===== src/rxfifo_pkg.sv =====
// Constants shared by the receive crossing FIFO and its user-side reader.
// Assumes a single system clock and synchronous active-high reset.
package rxfifo_pkg;

  localparam int unsigned RXFIFO_DATA_W = 8;
  localparam int unsigned RXFIFO_NARROW_W = 4;
  localparam int unsigned RXFIFO_DEPTH = 8;
  localparam int unsigned RXFIFO_PTR_W = 3;
  localparam int unsigned RXFIFO_SYNC_STAGES = 2;
  localparam int unsigned RXFIFO_ALIGN_PIPE = 2;

  localparam logic [RXFIFO_PTR_W-1:0] RXFIFO_PTR_RST = 3'h0;
  localparam logic [RXFIFO_DATA_W-1:0] RXFIFO_DATA_RST = 8'h00;
  localparam logic [RXFIFO_DATA_W-1:0] RXFIFO_NARROW_MASK = 8'h0f;
  localparam logic RXFIFO_EMPTY_RST = 1'b1;
  localparam logic [RXFIFO_PTR_W-1:0] RXFIFO_PTR_ONE = 3'h1;

  typedef logic [RXFIFO_DATA_W-1:0] rxfifo_word_t;
  typedef logic [RXFIFO_PTR_W-1:0] rxfifo_ptr_t;

  typedef enum logic {
    RXFIFO_ALIGN_SINGLE,
    RXFIFO_ALIGN_MULTI
  } rxfifo_align_t;

endpackage : rxfifo_pkg


===== src/rxfifo_link_if.sv =====
// Link between the slice FIFO and the user logic that reads it.
// Assumes both ends share clk_in; the testbench connects the two modports.
`timescale 1ns/100ps
interface rxfifo_link_if;
  logic rd_en;
  logic empty;
  rxfifo_pkg::rxfifo_word_t q;
  logic serial_echo;
  logic fill_clk_copy;

  modport dev (
    input rd_en,
    output empty,
    output q,
    output serial_echo,
    output fill_clk_copy
  );

  modport usr (
    output rd_en,
    input empty,
    input q,
    input serial_echo,
    input fill_clk_copy
  );
endinterface : rxfifo_link_if


===== src/rxfifo_dev.sv =====
// Receive slice FIFO: eight entries, filled by deserialized words, drained
// by the user side through the link interface.
// Assumes the deserializer presents one word per write strobe on clk_in.
//
`timescale 1ns/100ps
module rxfifo_dev (
  input wire logic clk_in,
  input wire logic rst_in,
  input wire logic width8_sel_in,
  input wire logic sync_bypass_in,
  input wire logic serial_in,
  input wire logic wr_strobe_in,
  input wire rxfifo_pkg::rxfifo_word_t wr_data_in,
  output logic overrun_out,
  output rxfifo_pkg::rxfifo_ptr_t level_out,
  rxfifo_link_if.dev link
);

  ////////////////////////////////////////////////////////////////////////
  // Storage and pointers

  // Pointers wrap freely, three bits span all entries
  rxfifo_pkg::rxfifo_word_t mem_q [rxfifo_pkg::RXFIFO_DEPTH];
  rxfifo_pkg::rxfifo_ptr_t wr_ptr_q;
  rxfifo_pkg::rxfifo_ptr_t wr_ptr_d;
  rxfifo_pkg::rxfifo_ptr_t rd_ptr_q;
  rxfifo_pkg::rxfifo_ptr_t rd_ptr_d;
  rxfifo_pkg::rxfifo_word_t wr_word;
  rxfifo_pkg::rxfifo_word_t q_q;
  logic echo_q;
  logic fill_clk_q;
  logic overrun_q;
  rxfifo_pkg::rxfifo_ptr_t level_q;
  logic empty_raw;
  logic empty_sync;
  logic empty_now;
  logic rd_room;
  logic rd_go;

  ////////////////////////////////////////////////////////////////////////
  // Width handling
  // Narrow words store zero in the upper nibble

  always_comb begin
    if (width8_sel_in) begin
      wr_word = wr_data_in;
    end else begin
      wr_word = wr_data_in & rxfifo_pkg::RXFIFO_NARROW_MASK;
    end
  end

  ////////////////////////////////////////////////////////////////////////
  // Write side

  always_comb begin
    if (wr_strobe_in) begin
      wr_ptr_d = wr_ptr_q + rxfifo_pkg::RXFIFO_PTR_ONE;
    end else begin
      wr_ptr_d = wr_ptr_q;
    end
  end

  always_ff @(posedge clk_in) begin
    if (rst_in) begin
      wr_ptr_q <= rxfifo_pkg::RXFIFO_PTR_RST;
    end else begin
      wr_ptr_q <= wr_ptr_d;
    end
  end

  genvar gi;
  generate
    for (gi = 0; gi < rxfifo_pkg::RXFIFO_DEPTH; gi++) begin : g_entry
      always_ff @(posedge clk_in) begin
        if (rst_in) begin
          mem_q[gi] <= rxfifo_pkg::RXFIFO_DATA_RST;
        end else if (wr_strobe_in && (wr_ptr_q == rxfifo_pkg::rxfifo_ptr_t'(gi))) begin
          mem_q[gi] <= wr_word;
        end
      end
    end
  endgenerate

  // Write clock copy toggles once per written word
  always_ff @(posedge clk_in) begin
    if (rst_in) begin
      fill_clk_q <= 1'b0;
    end else if (wr_strobe_in) begin
      fill_clk_q <= ~fill_clk_q;
    end
  end

  ////////////////////////////////////////////////////////////////////////
  // Empty detection and crossing

  // Sync stages reset to empty, so no stale word shows after reset
  assign empty_raw = (wr_ptr_q == rd_ptr_q);

  rxfifo_sync u_empty_sync (
    .clk_in(clk_in),
    .rst_in(rst_in),
    .level_in(empty_raw),
    .level_out(empty_sync)
  );

  // Bypass drops the crossing delay when both sides are synchronous
  assign empty_now = sync_bypass_in ? empty_raw : empty_sync;

  ////////////////////////////////////////////////////////////////////////
  // Read side

  // The flag lags the pointers by two cycles after the last word is read,
  // so the raw compare also refuses a read at the write pointer
  assign rd_room = !empty_raw;

  // Reading stops at the flagged or raw empty, so unwritten entries are never read
  assign rd_go = link.rd_en && !empty_now && rd_room;

  always_comb begin
    if (rd_go) begin
      rd_ptr_d = rd_ptr_q + rxfifo_pkg::RXFIFO_PTR_ONE;
    end else begin
      rd_ptr_d = rd_ptr_q;
    end
  end

  always_ff @(posedge clk_in) begin
    if (rst_in) begin
      rd_ptr_q <= rxfifo_pkg::RXFIFO_PTR_RST;
    end else begin
      rd_ptr_q <= rd_ptr_d;
    end
  end

  // Output follows the entry under the read pointer every cycle
  // With reads locked, wrapping writes refresh the shown entry
  always_ff @(posedge clk_in) begin
    if (rst_in) begin
      q_q <= rxfifo_pkg::RXFIFO_DATA_RST;
    end else begin
      q_q <= mem_q[rd_ptr_q];
    end
  end

  // Serial echo only in narrow mode
  always_ff @(posedge clk_in) begin
    if (rst_in) begin
      echo_q <= 1'b0;
    end else if (width8_sel_in) begin
      echo_q <= 1'b0;
    end else begin
      echo_q <= serial_in;
    end
  end

  ////////////////////////////////////////////////////////////////////////
  // Status

  // Write landing while seven words are held catches up with the read pointer
  always_ff @(posedge clk_in) begin
    if (rst_in) begin
      overrun_q <= 1'b0;
    end else if (wr_strobe_in && !rd_go && (wr_ptr_d == rd_ptr_q)) begin
      overrun_q <= 1'b1;
    end else begin
      overrun_q <= 1'b0;
    end
  end

  // Words written and not yet read, modulo eight
  always_ff @(posedge clk_in) begin
    if (rst_in) begin
      level_q <= rxfifo_pkg::RXFIFO_PTR_RST;
    end else begin
      level_q <= wr_ptr_d - rd_ptr_d;
    end
  end

  ////////////////////////////////////////////////////////////////////////
  // Outputs

  assign link.empty = empty_now;
  assign link.q = q_q;
  assign link.serial_echo = echo_q;
  assign link.fill_clk_copy = fill_clk_q;
  assign overrun_out = overrun_q;
  assign level_out = level_q;

endmodule : rxfifo_dev


===== src/rxfifo_sync.sv =====
// Two-stage level synchroniser for the empty condition.
// Assumes the input is a level that may change at any cycle.
`timescale 1ns/100ps
module rxfifo_sync (
  input wire logic clk_in,
  input wire logic rst_in,
  input wire logic level_in,
  output logic level_out
);

  logic meta_q;
  logic hold_q;

  always_ff @(posedge clk_in) begin
    if (rst_in) begin
      meta_q <= rxfifo_pkg::RXFIFO_EMPTY_RST;
      hold_q <= rxfifo_pkg::RXFIFO_EMPTY_RST;
    end else begin
      meta_q <= level_in;
      hold_q <= meta_q;
    end
  end

  assign level_out = hold_q;

endmodule : rxfifo_sync


===== src/flat_wrapper.sv =====
// flat-port wrapper written by rule: the top's interface ports become plain ports
module rxfifo_dev_flat 
  (clk_in, rst_in, width8_sel_in, sync_bypass_in, serial_in, wr_strobe_in, wr_data_in, overrun_out, level_out, link_rd_en, link_empty, link_q, link_serial_echo, link_fill_clk_copy);
  rxfifo_link_if link_i ();
  input wire logic clk_in;
  input wire logic rst_in;
  input wire logic width8_sel_in;
  input wire logic sync_bypass_in;
  input wire logic serial_in;
  input wire logic wr_strobe_in;
  input wire rxfifo_pkg::rxfifo_word_t wr_data_in;
  output logic overrun_out;
  output rxfifo_pkg::rxfifo_ptr_t level_out;
  input wire logic [$bits(link_i.rd_en)-1:0] link_rd_en;
  output wire logic [$bits(link_i.empty)-1:0] link_empty;
  output wire logic [$bits(link_i.q)-1:0] link_q;
  output wire logic [$bits(link_i.serial_echo)-1:0] link_serial_echo;
  output wire logic [$bits(link_i.fill_clk_copy)-1:0] link_fill_clk_copy;
  assign link_i.rd_en = link_rd_en;
  assign link_empty = link_i.empty;
  assign link_q = link_i.q;
  assign link_serial_echo = link_i.serial_echo;
  assign link_fill_clk_copy = link_i.fill_clk_copy;
  rxfifo_dev u_core (.clk_in(clk_in), .rst_in(rst_in), .width8_sel_in(width8_sel_in), .sync_bypass_in(sync_bypass_in), .serial_in(serial_in), .wr_strobe_in(wr_strobe_in), .wr_data_in(wr_data_in), .overrun_out(overrun_out), .level_out(level_out), .link(link_i));
endmodule

===== config.mk =====
export PLATFORM = sky130hd
export DESIGN_NAME = rxfifo_dev_flat
export DESIGN_NICKNAME = d
export VERILOG_FILES = /design/src/rxfifo_pkg.sv /design/src/rxfifo_link_if.sv /design/src/rxfifo_dev.sv /design/src/rxfifo_sync.sv /design/src/flat_wrapper.sv
export SDC_FILE = /design/constraint.sdc
export NUM_CORES = 1
export LEC_CHECK = 0
export ABC_AREA = 1
export BUFFER_PORTS_ARGS = -buffer_cell sky130_fd_sc_hd__buf_2
export CORE_UTILIZATION = 34
export DETAILED_ROUTE_END_ITERATION = 6
export SYNTH_ARGS = -nofsm -noshare
export SYNTH_HDL_FRONTEND = slang
export SYNTH_SLANG_ARGS = --single-unit

===== constraint.sdc =====
create_clock -name clk_in -period 3.2 [get_ports clk_in]
set_clock_uncertainty 0.2 [all_clocks]
set_input_delay 0.32 -clock clk_in [delete_from_list [all_inputs] [get_ports clk_in]]
set_output_delay 0.32 -clock clk_in [all_outputs]
set_load 0.005 [all_outputs]

==> metrics <==
result of the run=finished, final reports clean; WP data arrival=2.70 ns; cell accounting for the most synthesized area=edfxtp_1; detailed-route DRC error count=0; post-synthesis to final-layout area growth=12.6%; proportion of register bits with asynchronous set or reset after synthesis=0%; syn_nets=401; global placer's final weighted congestion=0.797; clock tree from TritonCTS=done; power density normalized to cell area=between 500 and 600 nW/um2; half-perimeter wire length after detailed placement=5630 um; number of global-route vias before repair=2612; standard-cell row count=38; DRT iter0 DRCs=roughly 170; count of buffers added by post-CTS timing repair for setup=0; global-route usage over all layers=15.8%; Seq/Total Area, Yosys=between 60% and 70%; final cycle utilization of the critical path=82.6%; Tmin final=~2.6 ns; fin. max-slew vios=0; Cell Area, Placed=4070 um2; Routed WL=8500 um; number of synthesized flops with an enable pin=64; first-pass GRT wire length=about 14000 um; total negative slack=0 ns; I/O Buffers=29; share of cells above drive strength 1=15.6%; Die H=108 um; number of buffers inserted during clock tree synthesis=9; Initial Util=35.1%; FF+latch count, synth=86; antenna diode instance count=0; top cells by area, synth=edfxtp_1, nor2_1, dfxtp_1; clock root buffer=clkbuf_8; Worst VDD drop=0.000206 V; most common cell in the synthesized netlist=nor2_1; post-route cell area=4310 um2; detailed-routing iteration count for the pre-antenna-repair pass=4; maximum number of pins on one net before global-route repair=35; CP Class=register to register; class of the tightest hold or removal check=primary input to register; headroom to the max-slew limit=between 50% and 60%; Avg Cell Area, Syn=10.1 um2; total number of H-tree levels=3; clock-pin slew of the registers on the worst-case setup and hold paths=0.08 ns; Overflow after GRT=0; RSZ-0062 raised after global routing=false; adder-cell share of the synthesized area=approximately 3.1%; hold violation count in the final report=0; Clock Latency Late Sink=0.36 ns; transition time at the pin with the least slew margin=between 0.6 and 0.7 ns; total I/O pin count=30; Post-Synthesis Cells=377; maximum buffer depth of the clock tree=2; routed vias=2724; floorplan die area=11700 um2; critical path launch point type=register; post-route ant nets=0; fraction of post-synthesis cell area in the top cell type by area=about half; number of unique standard cell types used by synthesis=31; list of most frequent post-synthesis cells=nor2_1, edfxtp_1, o21ai_0, nand2_1, dfxtp_1; count of yosys warnings during synthesis=0; simple-gate share of the synthesized area=18.7%; average detailed-routed wire length per instance=approximately 15 um; clk sinks=86; xor and xnor area share after synthesis=2.29%; number of antenna violations at the first check in global routing=0; type of destination of the critical path=register; Vias per Instance=4.95; cell leakage power=1.73 nW; leading register cell type out of synthesis=edfxtp_1; post-layout net count=429; final-layout fill cell count=1064; total power draw=2.52 mW; f_max=between 300 and 400 MHz; largest fanout on the critical path=34; largest family of logic cells by synthesized area=simple AND/OR/NAND/NOR gates; required time worst endpoint=3.26 ns; mux share of post-synthesis cell area=0%; Layout Utilization=around two fifths; number of violations of the max-capacitance limit=0; final setup violating endpoints=0; synthesized cell area=3830 um2; core footprint=roughly 11000 um2; post-synthesis compound-gate area fraction=under 10%; Die Wd=between 100 and 150 um
## layout make-up
type | count | area (um2) | area share, %
multi-input combinational | 256 | 1280 | 29.8
sequential | 86 | 2360 | 54.9
clock buffer | 11 | 151 | 3.52
timing repair buffer | 36 | 203 | 4.71
inverter | 16 | 67.6 | 1.57
clock inverter | 5 | 63.8 | 1.48
tap | 140 | 175 | 4.07
## worst paths after layout
check | startpoint | endpoint | slack [ns] | cells past startpoint
worst max-delay path | u_core.rd_ptr_q[0]$_SDFF_PP0_ | u_core.level_out[2]$_SDFF_PP0_ | 0.56 | 14
worst min-delay path | rst_in | u_core.level_out[0]$_SDFF_PP0_ | 0.06 | 2
worst max register to register | u_core.rd_ptr_q[0]$_SDFF_PP0_ | u_core.level_out[2]$_SDFF_PP0_ | 0.56 | 14
worst min register to register | u_core.u_empty_sync.meta_q$_SDFF_PP1_ | u_core.u_empty_sync.level_out$_SDFF_PP1_ | 0.22 | 1
## repair_timing
item / in CTS / in global routing
gates resized for setup: 0 / 0
endpoints found under the hold margin: 1 / 0
hold buffers: 2 / 0
## power by group
part | total, mW | leakage [nW] | internal, mW | switching [mW]
logic | 0.397 | 0.772 | 0.141 | 0.256
registers | 1.31 | 0.848 | 1.28 | 0.0301
clock network | 0.812 | 0.107 | 0.410 | 0.402
## registers in the layout (all words and copies together) (netlist names)
| signal | cells |
|---|---|
| u_core.u_empty_sync.meta_q | 1 |
| u_core.mem_q | 64 |
| u_core.u_empty_sync.level_out | 1 |
| u_core.wr_ptr_q | 3 |
| u_core.rd_ptr_q | 3 |
| u_core.link.q | 8 |
| u_core.link.fill_clk_copy | 1 |
| u_core.level_out | 3 |
| u_core.overrun_out | 1 |
| u_core.link.serial_echo | 1 |
## stage by stage
step | hold WS [ns] | instances | setup slack, ns
global placement | 0.200 | 532 | 0.631
finish | 0.0552 | 550 | 0.556
CTS | 0.0321 | 550 | 0.537
detailed placement | 0.198 | 532 | 0.554
floorplan | 0.189 | 377 | 1.01
global route | 0.0479 | 550 | 0.247
## layout by cell type (no fill, tap or decap), types with 2 or more instances in the layout
master | synthesis | routed
buf_4 | 0 | 5
nand4_1 | 6 | 6
dfxtp_1 | 22 | 22
xnor2_1 | 2 | 2
nand3_1 | 11 | 11
o21ai_1 | 10 | 10
edfxtp_1 | 64 | 64
xor2_1 | 3 | 3
inv_1 | 12 | 12
o22ai_1 | 16 | 16
nand2_2 | 3 | 3
a21oi_1 | 4 | 4
nor2_1 | 123 | 123
nand2_1 | 27 | 27
dlygate4sd3_1 | 0 | 2
o21ai_0 | 33 | 33
ha_1 | 8 | 8
inv_2 | 2 | 2
clkbuf_8 | 0 | 11
buf_2 | 13 | 29
o21ai_2 | 2 | 2
inv_6 | 1 | 3
## per-layer routing
metal	global-route usage, %	routed length, um
met5	0	0
met4	6.16	114
met3	3.56	474
met2	26.1	4180
met1	20.1	3740
## worst max-delay path, stage by stage, from the launching register on
cell and delay (ns):
dfxtp_1 0.38, buf_4 0.35, nand2_1 0.11, nand2_2 0.12
nand3_4 0.11, nand2_4 0.10, xor2_2 0.16, ha_1 0.17
inv_1 0.05, fa_1 0.37, xor2_1 0.17, inv_1 0.08
nand3_1 0.07, nand2_1 0.07, nor2_1 0.05
## kinds of logic (layout without fill, tap and decap cells)
| kind of cell | count (synthesis) | count (layout) |
|---|---|---|
| fa+ha+maj | 9 | 9 |
| simple gates | 174 | 174 |
| compound gates | 66 | 66 |
| buf+inv | 35 | 68 |
| flops | 86 | 86 |
| xor+xnor | 7 | 7 |
Note: power is estimated with default switching activity, not from simulation.
